## src/hdl/ext_bus_latch_pkg.sv

```systemverilog
// constants for the external bus latch timing and clock divider block
package ext_bus_latch_pkg;
   // ============
   // register word offsets (byte addresses, one word each except the two eight-word bases)
   localparam logic [7:0] LATCH_TIMING_BASE = 8'h00; // eight words
   localparam logic [7:0] CLOCK_DIVIDER_OFS = 8'h20;
   localparam logic [7:0] IRQ_STATUS_OFS = 8'h24;
   localparam logic [7:0] IRQ_MASK_OFS = 8'h28;
   localparam logic [7:0] BUS_CTRL_OFS = 8'h2c;
   localparam logic [7:0] AREA_BASE_OFS = 8'h40; // eight words
   localparam int NUM_AREAS = 8;
   localparam int AREA_IDX_W = 3;
   // ============
   // latch timing fields
   localparam int HOLD_LSB = 0;
   localparam int SETUP_LSB = 4;
   localparam int WIDTH_LSB = 8;
   localparam int FIELD_W = 4;
   localparam logic [11:0] LATCH_TIMING_RST = 12'h45f;
   // ============
   // clock divider fields
   localparam int RATIO_LSB = 0;
   localparam int DIV_EN_BIT = 4;
   localparam logic [4:0] CLOCK_DIVIDER_RST = 5'h01;
   // ============
   // area fields: base at 7:0, mask at 22:16
   localparam int AREA_BASE_LSB = 0;
   localparam int AREA_MASK_LSB = 16;
   localparam int AREA_MASK_W = 7;
   localparam logic [6:0] AREA_MASK_RST = 7'h0f;
   // ============
   // bus control bits: 0 multiplexed mode
   localparam int MUX_MODE_BIT = 0;
   // ============
   // interrupt status bits
   localparam int IRQ_UNMAPPED = 0;
   localparam int IRQ_DONE = 1;
   localparam int IRQ_W = 2;
   // ============
   // response codes
   localparam logic [1:0] RESP_OKAY = 2'h0;
   localparam logic [1:0] RESP_ERROR = 2'h1;
   // ============
   // fixed access lengths, in cycles
   localparam logic [4:0] DATA_CYCLES = 5'h04;
   localparam logic [4:0] IDLE_CYCLES = 5'h01;
endpackage

```

## src/hdl/clock_divider_gen.sv

```systemverilog
// external bus clock divider
`timescale 1ns/100ps
module clock_divider_gen
(
   input wire logic ref_clk_i, // system clock
   input wire logic nrst_i, // async reset, low
   input wire logic divider_enable_i, // 0 gives undivided
   input wire logic [3:0] division_ratio_i, // divide by this plus one
   output logic ext_clk_o, // divided clock level
   output logic ext_clk_rise_o // one cycle at the start of each divided period
);
   // ============
   // counter
   logic [3:0] cnt_r; // phase counter
   logic [3:0] ratio; // effective ratio
   logic [4:0] half; // low phase length

   // undivided unless enabled
   assign ratio = divider_enable_i ? division_ratio_i : 4'h0;

   // low for the first half of the period
   assign half = ({1'b0, ratio} + 5'h01) >> 1;

   // period of ratio plus one cycles
   always_ff @(posedge ref_clk_i or negedge nrst_i)
   begin
      if (!nrst_i)
         cnt_r <= 4'h0;
      else if (cnt_r >= ratio)
         cnt_r <= 4'h0;
      else
         cnt_r <= cnt_r + 4'h1;
   end

   // output level, undivided gives a steady high stand-in
   always_ff @(posedge ref_clk_i or negedge nrst_i)
   begin
      if (!nrst_i)
         ext_clk_o <= 1'b0;
      else if (ratio == 4'h0)
         ext_clk_o <= 1'b1;
      else
         ext_clk_o <= ({1'b0, cnt_r} < half) ? 1'b0 : 1'b1;
   end

   // marks the start of each divided period
   assign ext_clk_rise_o = (cnt_r == 4'h0);
endmodule // clock_divider_gen

```

## src/hdl/ext_bus_latch.sv

```systemverilog
// address latch timing, area decode and clock divider of the external bus
//
// The plain strobed port and the register offsets were chosen for this implementation.
`timescale 1ns/100ps
// Overview of operation
// - latch strobe high for width plus one
// - strobe held low setup cycles after start
// - address driven hold field plus one cycles
// - latch timing only in multiplexed mode
// - minimal variant drops latch and divider registers
// - divider disabled means undivided clock
// - divide clock by ratio plus one
// - unmapped window access returns error response
// - latch timing and divider rewrites during a dma access apply after access and idle
// - area hit on masked address compare
module ext_bus_latch
#(
   parameter bit MINIMAL_VARIANT = 1'b0 // minimal product variant
)
(
   input wire logic ref_clk_i, // system clock, 250 MHz
   input wire logic nrst_i, // async reset, low
   // register port
   input wire logic [7:0] reg_addr_i, // byte address
   input wire logic [31:0] reg_wdata_i, // write data
   input wire logic reg_wr_i, // write strobe
   input wire logic reg_rd_i, // read strobe
   output logic [31:0] reg_rdata_o, // read data, cycle after strobe
   // internal bus access request
   input wire logic acc_req_i, // start of an access, one cycle
   input wire logic [27:0] acc_addr_i, // address inside the window
   input wire logic acc_dma_i, // access issued by dma
   output logic acc_busy_o, // access in progress
   output logic acc_done_o, // access finished, one cycle
   output logic [1:0] acc_resp_o, // response, with done
   // external side
   output logic [ext_bus_latch_pkg::AREA_IDX_W-1:0] area_sel_o, // area
   output logic chip_sel_o, // chip select active
   output logic address_latch_strobe_o, // latch strobe
   output logic addr_on_data_o, // address on shared lines
   output logic ext_clk_o, // divided bus clock
   output logic irq_o // level interrupt
);
   import ext_bus_latch_pkg::*;

   typedef enum logic [2:0] {ST_IDLE, ST_LATCH, ST_DATA, ST_GAP,
                             ST_ERR} acc_state_t;

   // ============
   // declarations
   logic [11:0] latch_timing_r [NUM_AREAS]; // programmed timings
   logic [11:0] latch_pend_r [NUM_AREAS]; // pending timings
   logic [NUM_AREAS-1:0] latch_dirty_r; // pending write waits
   logic [4:0] clk_div_r; // active divider setting
   logic [4:0] clk_div_pend_r; // pending divider setting
   logic clk_div_dirty_r; // divider write waits
   logic [7:0] area_base_r [NUM_AREAS]; // area base fields
   logic [6:0] area_mask_r [NUM_AREAS]; // area mask fields
   logic [NUM_AREAS-1:0] area_en_r; // area configured
   logic mux_mode_r; // multiplexed bus mode
   logic [IRQ_W-1:0] irq_stat_r; // sticky events
   logic [IRQ_W-1:0] irq_mask_r; // event enables
   logic [IRQ_W-1:0] irq_set; // events this cycle
   acc_state_t state_r; // access state
   logic [4:0] cnt_r; // cycle in state
   logic [AREA_IDX_W-1:0] area_r; // latched area
   logic dma_r; // access from dma
   logic [NUM_AREAS-1:0] hit; // per area match
   logic any_hit; // any area matches
   logic [AREA_IDX_W-1:0] hit_idx; // lowest match
   logic [11:0] cur_t; // timing in use
   logic [4:0] latch_len; // latch phase length
   logic defer; // hold back register updates
   logic [31:0] rdata_nxt; // read mux

   // ============
   // helpers
   // masked compare of address bits against an area
   function automatic logic area_match(input logic [7:0] a,
                                       input logic [7:0] base,
                                       input logic [6:0] msk);
      logic [7:0] m;
      m = {1'b0, msk};
      return (a & ~m) == (base & ~m);
   endfunction

   // is the address a register word
   function automatic logic is_ofs(input logic [7:0] a,
                                   input logic [7:0] ofs);
      return a == ofs;
   endfunction

   // ============
   // area decode
   generate
      for (genvar g = 0; g < NUM_AREAS; g++)
      begin : g_hit
         assign hit[g] = area_en_r[g] &&
                         area_match(acc_addr_i[27:20], area_base_r[g],
                                    area_mask_r[g]);
      end
   endgenerate

   // lowest matching area wins
   always_comb
   begin
      hit_idx = '0;
      for (int i = NUM_AREAS - 1; i >= 0; i--)
      begin
         if (hit[i])
            hit_idx = AREA_IDX_W'(i);
      end
   end
   assign any_hit = |hit;

   // ============
   // access sequencer
   assign cur_t = latch_timing_r[area_r];
   // setup plus width plus one, or hold plus one when that is longer
   always_comb
   begin
      latch_len = {1'b0, cur_t[SETUP_LSB +: FIELD_W]} +
                  {1'b0, cur_t[WIDTH_LSB +: FIELD_W]} + 5'h01;
      if ({1'b0, cur_t[HOLD_LSB +: FIELD_W]} + 5'h01 > latch_len)
         latch_len = {1'b0, cur_t[HOLD_LSB +: FIELD_W]} + 5'h01;
   end

   // state and cycle count
   always_ff @(posedge ref_clk_i or negedge nrst_i)
   begin
      if (!nrst_i)
      begin
         state_r <= ST_IDLE;
         cnt_r <= 5'h00;
         area_r <= '0;
         dma_r <= 1'b0;
      end
      else
      begin
         cnt_r <= cnt_r + 5'h01;
         case (state_r)
            ST_IDLE:
            begin
               cnt_r <= 5'h00;
               if (acc_req_i)
               begin
                  dma_r <= acc_dma_i;
                  area_r <= hit_idx;
                  if (!any_hit)
                     state_r <= ST_ERR;
                  else if (mux_mode_r && !MINIMAL_VARIANT)
                     state_r <= ST_LATCH;
                  else
                     state_r <= ST_DATA;
               end
            end
            ST_LATCH:
               if (cnt_r == latch_len - 5'h01)
               begin
                  state_r <= ST_DATA;
                  cnt_r <= 5'h00;
               end
            ST_DATA:
               if (cnt_r == DATA_CYCLES - 5'h01)
               begin
                  state_r <= ST_GAP;
                  cnt_r <= 5'h00;
               end
            ST_GAP:
               if (cnt_r == IDLE_CYCLES - 5'h01)
                  state_r <= ST_IDLE;
            ST_ERR:
               state_r <= ST_IDLE;
            default:
               state_r <= ST_IDLE;
         endcase
      end
   end

   // strobe, address phase and outputs
   always_ff @(posedge ref_clk_i or negedge nrst_i)
   begin
      if (!nrst_i)
      begin
         address_latch_strobe_o <= 1'b0;
         addr_on_data_o <= 1'b0;
         chip_sel_o <= 1'b0;
         area_sel_o <= '0;
      end
      else
      begin
         address_latch_strobe_o <= (state_r == ST_LATCH) &&
            (cnt_r >= {1'b0, cur_t[SETUP_LSB +: FIELD_W]}) &&
            (cnt_r < {1'b0, cur_t[SETUP_LSB +: FIELD_W]} +
                     {1'b0, cur_t[WIDTH_LSB +: FIELD_W]} +
                     5'h01);
         addr_on_data_o <= (state_r == ST_LATCH) &&
            (cnt_r <= {1'b0, cur_t[HOLD_LSB +: FIELD_W]});
         chip_sel_o <= (state_r == ST_LATCH) || (state_r == ST_DATA);
         area_sel_o <= area_r;
      end
   end

   // done pulse and response
   always_ff @(posedge ref_clk_i or negedge nrst_i)
   begin
      if (!nrst_i)
      begin
         acc_done_o <= 1'b0;
         acc_resp_o <= RESP_OKAY;
      end
      else
      begin
         acc_done_o <= (state_r == ST_ERR) ||
                       (state_r == ST_GAP && cnt_r == IDLE_CYCLES - 5'h01);
         acc_resp_o <= (state_r == ST_ERR) ? RESP_ERROR : RESP_OKAY;
      end
   end
   assign acc_busy_o = (state_r != ST_IDLE);

   // dma access holds updates until after its idle cycle
   assign defer = acc_busy_o && dma_r;

   // ============
   // register writes
   // latch timing words, deferred during dma access
   always_ff @(posedge ref_clk_i or negedge nrst_i)
   begin
      if (!nrst_i)
      begin
         for (int i = 0; i < NUM_AREAS; i++)
         begin
            latch_timing_r[i] <= LATCH_TIMING_RST;
            latch_pend_r[i] <= LATCH_TIMING_RST;
         end
         latch_dirty_r <= '0;
      end
      else
      begin
         for (int i = 0; i < NUM_AREAS; i++)
         begin
            if (reg_wr_i && !MINIMAL_VARIANT &&
                is_ofs(reg_addr_i, LATCH_TIMING_BASE + 8'(i * 4)))
            begin
               if (defer)
               begin
                  latch_pend_r[i] <= reg_wdata_i[11:0];
                  latch_dirty_r[i] <= 1'b1;
               end
               else
                  latch_timing_r[i] <= reg_wdata_i[11:0];
            end
            else if (!defer && latch_dirty_r[i])
            begin
               latch_timing_r[i] <= latch_pend_r[i];
               latch_dirty_r[i] <= 1'b0;
            end
         end
      end
   end

   // divider word, deferred during dma access
   always_ff @(posedge ref_clk_i or negedge nrst_i)
   begin
      if (!nrst_i)
      begin
         clk_div_r <= CLOCK_DIVIDER_RST;
         clk_div_pend_r <= CLOCK_DIVIDER_RST;
         clk_div_dirty_r <= 1'b0;
      end
      else if (reg_wr_i && !MINIMAL_VARIANT &&
               is_ofs(reg_addr_i, CLOCK_DIVIDER_OFS))
      begin
         if (defer)
         begin
            clk_div_pend_r <= reg_wdata_i[4:0];
            clk_div_dirty_r <= 1'b1;
         end
         else
            clk_div_r <= reg_wdata_i[4:0];
      end
      else if (!defer && clk_div_dirty_r)
      begin
         clk_div_r <= clk_div_pend_r;
         clk_div_dirty_r <= 1'b0;
      end
   end

   // area words, mode and mask
   always_ff @(posedge ref_clk_i or negedge nrst_i)
   begin
      if (!nrst_i)
      begin
         for (int i = 0; i < NUM_AREAS; i++)
         begin
            area_base_r[i] <= 8'(i * 16);
            area_mask_r[i] <= AREA_MASK_RST;
         end
         area_en_r <= '1;
         mux_mode_r <= 1'b0;
         irq_mask_r <= '0;
      end
      else if (reg_wr_i)
      begin
         for (int i = 0; i < NUM_AREAS; i++)
         begin
            if (is_ofs(reg_addr_i, AREA_BASE_OFS + 8'(i * 4)))
            begin
               area_base_r[i] <= reg_wdata_i[AREA_BASE_LSB +: 8];
               area_mask_r[i] <= reg_wdata_i[AREA_MASK_LSB +: AREA_MASK_W];
               area_en_r[i] <= reg_wdata_i[31];
            end
         end
         if (is_ofs(reg_addr_i, BUS_CTRL_OFS))
            mux_mode_r <= reg_wdata_i[MUX_MODE_BIT] && !MINIMAL_VARIANT;
         if (is_ofs(reg_addr_i, IRQ_MASK_OFS))
            irq_mask_r <= reg_wdata_i[IRQ_W-1:0];
      end
   end

   // ============
   // interrupts: set wins over write-one clear
   assign irq_set[IRQ_UNMAPPED] = (state_r == ST_ERR);
   assign irq_set[IRQ_DONE] = acc_done_o;
   always_ff @(posedge ref_clk_i or negedge nrst_i)
   begin
      if (!nrst_i)
         irq_stat_r <= '0;
      else if (reg_wr_i && is_ofs(reg_addr_i, IRQ_STATUS_OFS))
         irq_stat_r <= (irq_stat_r & ~reg_wdata_i[IRQ_W-1:0]) | irq_set;
      else
         irq_stat_r <= irq_stat_r | irq_set;
   end
   assign irq_o = |(irq_stat_r & irq_mask_r);

   // ============
   // read mux, unmapped reads zero
   always_comb
   begin
      rdata_nxt = 32'h0000_0000;
      for (int i = 0; i < NUM_AREAS; i++)
      begin
         if (!MINIMAL_VARIANT &&
             is_ofs(reg_addr_i, LATCH_TIMING_BASE + 8'(i * 4)))
            rdata_nxt = {20'h00000, latch_timing_r[i]};
         if (is_ofs(reg_addr_i, AREA_BASE_OFS + 8'(i * 4)))
            rdata_nxt = {area_en_r[i], 8'h00, area_mask_r[i], 8'h00,
                         area_base_r[i]};
      end
      if (!MINIMAL_VARIANT && is_ofs(reg_addr_i, CLOCK_DIVIDER_OFS))
         rdata_nxt = {27'h0000000, clk_div_r};
      if (is_ofs(reg_addr_i, IRQ_STATUS_OFS))
         rdata_nxt = {30'h00000000, irq_stat_r};
      if (is_ofs(reg_addr_i, IRQ_MASK_OFS))
         rdata_nxt = {30'h00000000, irq_mask_r};
      if (is_ofs(reg_addr_i, BUS_CTRL_OFS))
         rdata_nxt = {29'h00000000, dma_r, acc_busy_o, mux_mode_r};
   end

   // read data register
   always_ff @(posedge ref_clk_i or negedge nrst_i)
   begin
      if (!nrst_i)
         reg_rdata_o <= 32'h0000_0000;
      else if (reg_rd_i)
         reg_rdata_o <= rdata_nxt;
      else
         reg_rdata_o <= 32'h0000_0000;
   end

   // ============
   // bus clock divider
   clock_divider_gen u_div
   (
      .ref_clk_i(ref_clk_i),
      .nrst_i(nrst_i),
      .divider_enable_i(clk_div_r[DIV_EN_BIT] && !MINIMAL_VARIANT),
      .division_ratio_i(clk_div_r[RATIO_LSB +: FIELD_W]),
      .ext_clk_o(ext_clk_o),
      .ext_clk_rise_o()
   );
endmodule // ext_bus_latch

```

## config.mk

```make
export PLATFORM = sky130hd
export DESIGN_NAME = ext_bus_latch
export DESIGN_NICKNAME = d
export VERILOG_FILES = /design/src/hdl/ext_bus_latch_pkg.sv /design/src/hdl/clock_divider_gen.sv /design/src/hdl/ext_bus_latch.sv
export SDC_FILE = /design/constraint.sdc
export NUM_CORES = 1
export LEC_CHECK = 0
export BUFFER_PORTS_ARGS = -buffer_cell sky130_fd_sc_hd__buf_2
export CAP_MARGIN = 25
export CORE_MARGIN = 1
export CORE_UTILIZATION = 45
export DETAILED_ROUTE_END_ITERATION = 10
export PLACE_DENSITY = 0.61
export SLEW_MARGIN = 25
export SYNTH_ARGS = -nofsm -noshare
export SYNTH_HDL_FRONTEND = slang
export SYNTH_HIERARCHICAL = 1
export SYNTH_SLANG_ARGS = --single-unit
export TNS_END_PERCENT = 30
```

## constraint.sdc

```tcl
create_clock -name ref_clk_i -period 11.2 [get_ports ref_clk_i]
set_input_delay 1.12 -clock ref_clk_i [delete_from_list [all_inputs] [get_ports ref_clk_i]]
set_output_delay 1.12 -clock ref_clk_i [all_outputs]
set_load 0.01 [all_outputs]
```

## Yosys cells after proc, flatten, opt, wreduce, memory -nomap -nowiden

Index checks and enable logic that the tools add are counted.

| operators by class | value |
|---|---|
| bitwise gates (word level) | 30 |
| divide/modulo/power cells | 0 |
| equal/unequal tests | 55 |
| add/subtract/negate cells | 7 |
| multiplexer cells | 88 |
| multipliers | 0 |
| magnitude comparators | 7 |
| reductions and logical operators | 90 |
| shifts and indexed selects | 0 |

Operators with widths:

| cell | count |
|---|---|
| $mux 32 | 20 |
| $mux 12 | 20 |
| $and 8x8->8 | 16 |
| $reduce_and 2->1 | 38 |
| $eq 8x7->1 const B | 8 |
| $eq 8x8->1 | 8 |
| $not 7->8 | 8 |
| $ne 2x2->1 const B | 21 |
| $mux 3 | 13 |
| $bmux 12 s3 | 1 |
| $eq 8x5->1 const B | 4 |
| $eq 8x6->1 const B | 4 |
| $logic_and 1x1->1 | 32 |
| $mux 5 | 6 |
| $mux 1 | 22 |
| $reduce_bool 2->1 | 9 |
| $eq 8x4->1 const B | 2 |
| $pmux 5 s3 | 1 |
| $pmux 3 s4 | 1 |
| $add 4x1->5 const B | 2 |
| $add 5x1->5 const B | 2 |
| $eq 8x3->1 const B | 1 |
| $logic_not 8->1 | 1 |
| $mux 4 | 2 |
| other kinds (30) | 35 |

| word-level totals | value |
|---|---|
| ROM bits | 0 |
| bits in latches | 0 |
| memory bits (writable) | 0 |
| input port bits | 74 |
| logic and storage cells | 344 |
| register bits | 401 |
| output and inout port bits | 44 |
| memories | 0 |

## Longest topological paths before layout

| depth | value |
|---|---|
| word-level depth | 22 |
| depth in mapped cells | 23 |
| mapped depth without buffers | 20 |

## Modules after synthesis

Netlist, hierarchy kept.

By module, submodules not included:

| module | cells an instance | sequential area each (um^2) | area each (um^2) | instances |
|---|---|---|---|---|
| ext_bus_latch | 1727 | 9816.9 | 19790.2 | 1 |
| clock_divider_gen | 47 | 125.1 | 440.4 | 1 |

## Least setup slack after synthesis

OpenSTA, ideal clock, no wires.

| timing path | value |
|---|---|
| path type | reg-to-reg |
| start | register area_r[0] |
| end | register cnt_r[2] (netlist name) |
| setup slack | 5362 ps |
| path buffers | 3 |
| data arrival time | 5699 ps |
| clock period less this slack | 5838 ps |
| stages on the path, launching flop included | 24 |
| required time | 11061 ps |
| setup time | 139 ps |
| path through | dfrtp_1 -> buf_6 -> buf_8 -> buf_1 -> mux4_2 -> mux2i_1 -> ha_1 -> fa_1 -> ha_1 -> nor2b_1 -> o21ai_0 -> nor2_1 -> o31ai_1 -> o31a_1 -> nand2_2 -> nor2_1 -> a21oi_1 -> ha_1 -> xnor2_1 -> xnor2_1 -> nand3_1 -> or4b_4 -> a2111oi_4 -> nor3_1 |

RTL lines:

| what | line | text |
|---|---|---|
| start: declaration | ext_bus_latch.sv:66 | `logic [AREA_IDX_W-1:0] area_r;` |
| start signal: assignment | ext_bus_latch.sv:148 | `area_r <= hit_idx;` |

==> summary.txt <==
Clock network
  • Post_cts resized: 0
  • CTS clk-pin slew, worst paths: 60 ps
  • Clock Path Buffers: 3
  • Post CTS Setup Buffer Count: 0
  • Post-CTS Hold Fix Bufs: 0
  • Htree depth: 2
  • Worst-skew pair later-pin latency: around 570 ps
  • CTS Buf Count: between 40 and 50
  • Root Driver: clkbuf_16
  • Clock sinks: between 300 and 400
  • CTS tree: built

Setup path
  • CP Cell Sequence: mux4_2 -> mux2i_1 -> ha_1 -> fa_1 -> ha_1 -> nor2b_1 -> o21ai_0 -> nor2_1 -> o31ai_1 -> o31a_1 -> nand2_2 -> nor2_1 -> a21oi_1 -> ha_1 -> xnor2_1 -> xnor2_1 -> nand3_1 -> or4b_4 -> a2111oi_4 -> nor3_1
  • CP max stage cell: dfrtp_2
  • Largest stage delay on the critical path: ~940 ps
  • Critical path peak fanout: 25
  • CP arrival: ~7000 ps
  • CP Launch Type: flip-flop
  • Worst Setup End Kind: flip-flop
  • CP required: between 10000 and 15000 ps
  • Crit-path most repeated cell: ha_1
  • Worst Path Class, Setup: reg2reg

Synthesis
  • Mean Syn Cell Area: 11.41 um^2
  • Mapped cell area: 20220 um^2
  • Syn Inst Count: between 1500 and 2000
  • Syn. warnings: 6

Global route
  • Initial antenna violation count: 0
  • Number of global-route vias before repair: 14480
  • Grt total ovfl: 0
  • GRT Total Usage: between 20% and 30%
  • Pin count of the biggest net entering global routing: approximately 130
  • Global-route wire length before repair: just over 90000 um

Floorplanning
  • Die Footprint: between 40000 and 50000 um^2
  • Initial Utilization: between 40 and 50%
  • Row count: between 70 and 80
  • Die height: approximately 210 um
  • Core Area: ~44000 um^2
  • Die width: 214.0 um
  • # IOs: between 100 and 150

Power
  • Pleak: about 10 nW
  • Worst VDD drop: 101.3 uV
  • Pwr/cell area: approximately 150 nW/um^2

Outcome
  • Outcome: finished clean

Timing
  • Slew @ Worst Pin: between 1000 and 1500 ps
  • Min Tclk post-route: around 6500 ps
  • Final Hold Fails: 0
  • Slew Viols, Final: 0
  • TNS Setup: 0 ps
  • Final setup viols: 0
  • Max-slew headroom: ~26%
  • Unrepaired setup endpoints after global routing: false
  • Max Clk Rate: 153.1 MHz
  • Worst setup margin: ~4700 ps
  • Worst Clk Skew: around 25 ps
  • Part of the cycle the worst path needs: roughly three fifths

Job
  • Max cap viols: 0

Detailed routing
  • Routed Antenna Nets: 0
  • Detail-routed via count per cell: 5.993
  • WL final: roughly 59000 um
  • 1st-iter DRT viols: between 1000 and 1500
  • DRC violations left: 0
  • Pre-antenna DRT Iters: 5
  • DR WL/cell: between 20 and 25 um
  • Via count: 14580

Layout
  • Antenna Cells: 0
  • Synth-to-Final Area Change: 11.30%
  • Net count, final: 1910
  • Ratio of cells with drive above 1 in the final layout: about a third
  • Register Area: approximately 9900 um^2
  • Multi-input gate area: 9647 um^2
  • Layout fillers: between 4000 and 5000

Placement
  • Port bufs: a little over 70
  • Dpl hpwl: between 40000 and 50000 um
  • Pre-CTS WS: about 4700 ps
  • GP Congestion: 0.9806

Worst hold path
  • Hold Crit Class: in2async
power breakdown:
group / switching, mW / total, mW / internal [mW]
Combinational: 0.226 / 0.369 / 0.143
Sequential: 0.0683 / 1.54 / 1.47
Clock: 0.572 / 1.40 / 0.832
placed cells by master, fill, tap and decap left out, types with 27 or more instances in the layout:
| cell type | count |
|---|---|
| buf_2 | 71 |
| dfstp_2 | 166 |
| nand2_1 | 183 |
| a21oi_1 | 54 |
| o22ai_1 | 46 |
| a22oi_1 | 27 |
| dfrtp_1 | 222 |
| ha_1 | 28 |
| nor2_1 | 55 |
| inv_1 | 34 |
| buf_4 | 31 |
| o21ai_0 | 124 |
| mux2i_1 | 108 |
| clkbuf_16 | 43 |
| xnor2_1 | 81 |
| mux2_2 | 235 |
through the flow:
step | hold slack [ps] | cell area, um^2 | util [%] | power [mW] | instances
2_1_floorplan | 352.9 | 20270 | - | 1.782 | 1785
3_3_place_gp | 453.1 | 21070 | 47.54 | 1.923 | 2354
3_5_place_dp | 454.7 | 21070 | 47.54 | 1.934 | 2354
4_1_cts | 468.1 | 22480 | 50.71 | 3.348 | 2432
5_1_grt | 426.0 | 22510 | 50.79 | 3.445 | 2433
6_report | 420.3 | 22510 | 50.79 | 3.316 | 2433
final timing paths:
kind	start	endpoint	slack [ps]	cells past startpoint
setup / recovery	area_r[0]$_DFFE_PN0P_	cnt_r[2]$_DFF_PN0_	4670	20
hold / removal	nrst_i	area_mask_r[4]$_DFFE_PN0P_	420	1
setup reg to reg	area_r[0]$_DFFE_PN0P_	cnt_r[2]$_DFF_PN0_	4670	20
hold reg to reg	acc_done_o$_DFF_PN0_	irq_stat_r[1]$_DFF_PN0_	460	1
max in group asynchronous	nrst_i	latch_timing_r[7]$_DFFE_PN0P_	9010	3
min in group ref_clk_i	acc_done_o$_DFF_PN0_	irq_stat_r[1]$_DFF_PN0_	460	1
critical path, delay by kind of cell, from the launching register on:
kind / cells / cell delay [ps]
xor gates and xnor gates: 2 / 390
DFF: 1 / 940
muxes: 2 / 970
AOI/OAI and AO/OA: 5 / 1480
and+or+nand+nor: 7 / 1260
adders and majority gates: 4 / 1300
layer usage:
layer	vias up	routed length [um]	GRT usage [%]
met5	-	0	0
met4	0	1360	7.074
met3	84	3347	3.255
met2	509	27170	40.68
met1	7445	27480	38.40
li1	6544	-	-
state kept, by name, summed over array words and instances (netlist names), 2 cells and up:
name	flops
latch_pend_r	96
latch_timing_r	96
area_base_r	64
area_mask_r	56
reg_rdata_o	20
area_en_r	8
latch_dirty_r	8
clk_div_pend_r	5
clk_div_r	5
cnt_r	5
u_div/cnt_r	4
area_r	3
area_sel_o	3
state_r	3
irq_mask_r	2
irq_stat_r	2
area by class of cell:
cell class	instances	area share [%]
clock buffer	67	5.670
inverter	36	0.6226
tap	592	3.291
sequential	389	44.18
timing repair buffer	104	2.802
clock inverter	11	0.5781
multi-input combinational	1234	42.86
Power figures use the tool's default switching activity.
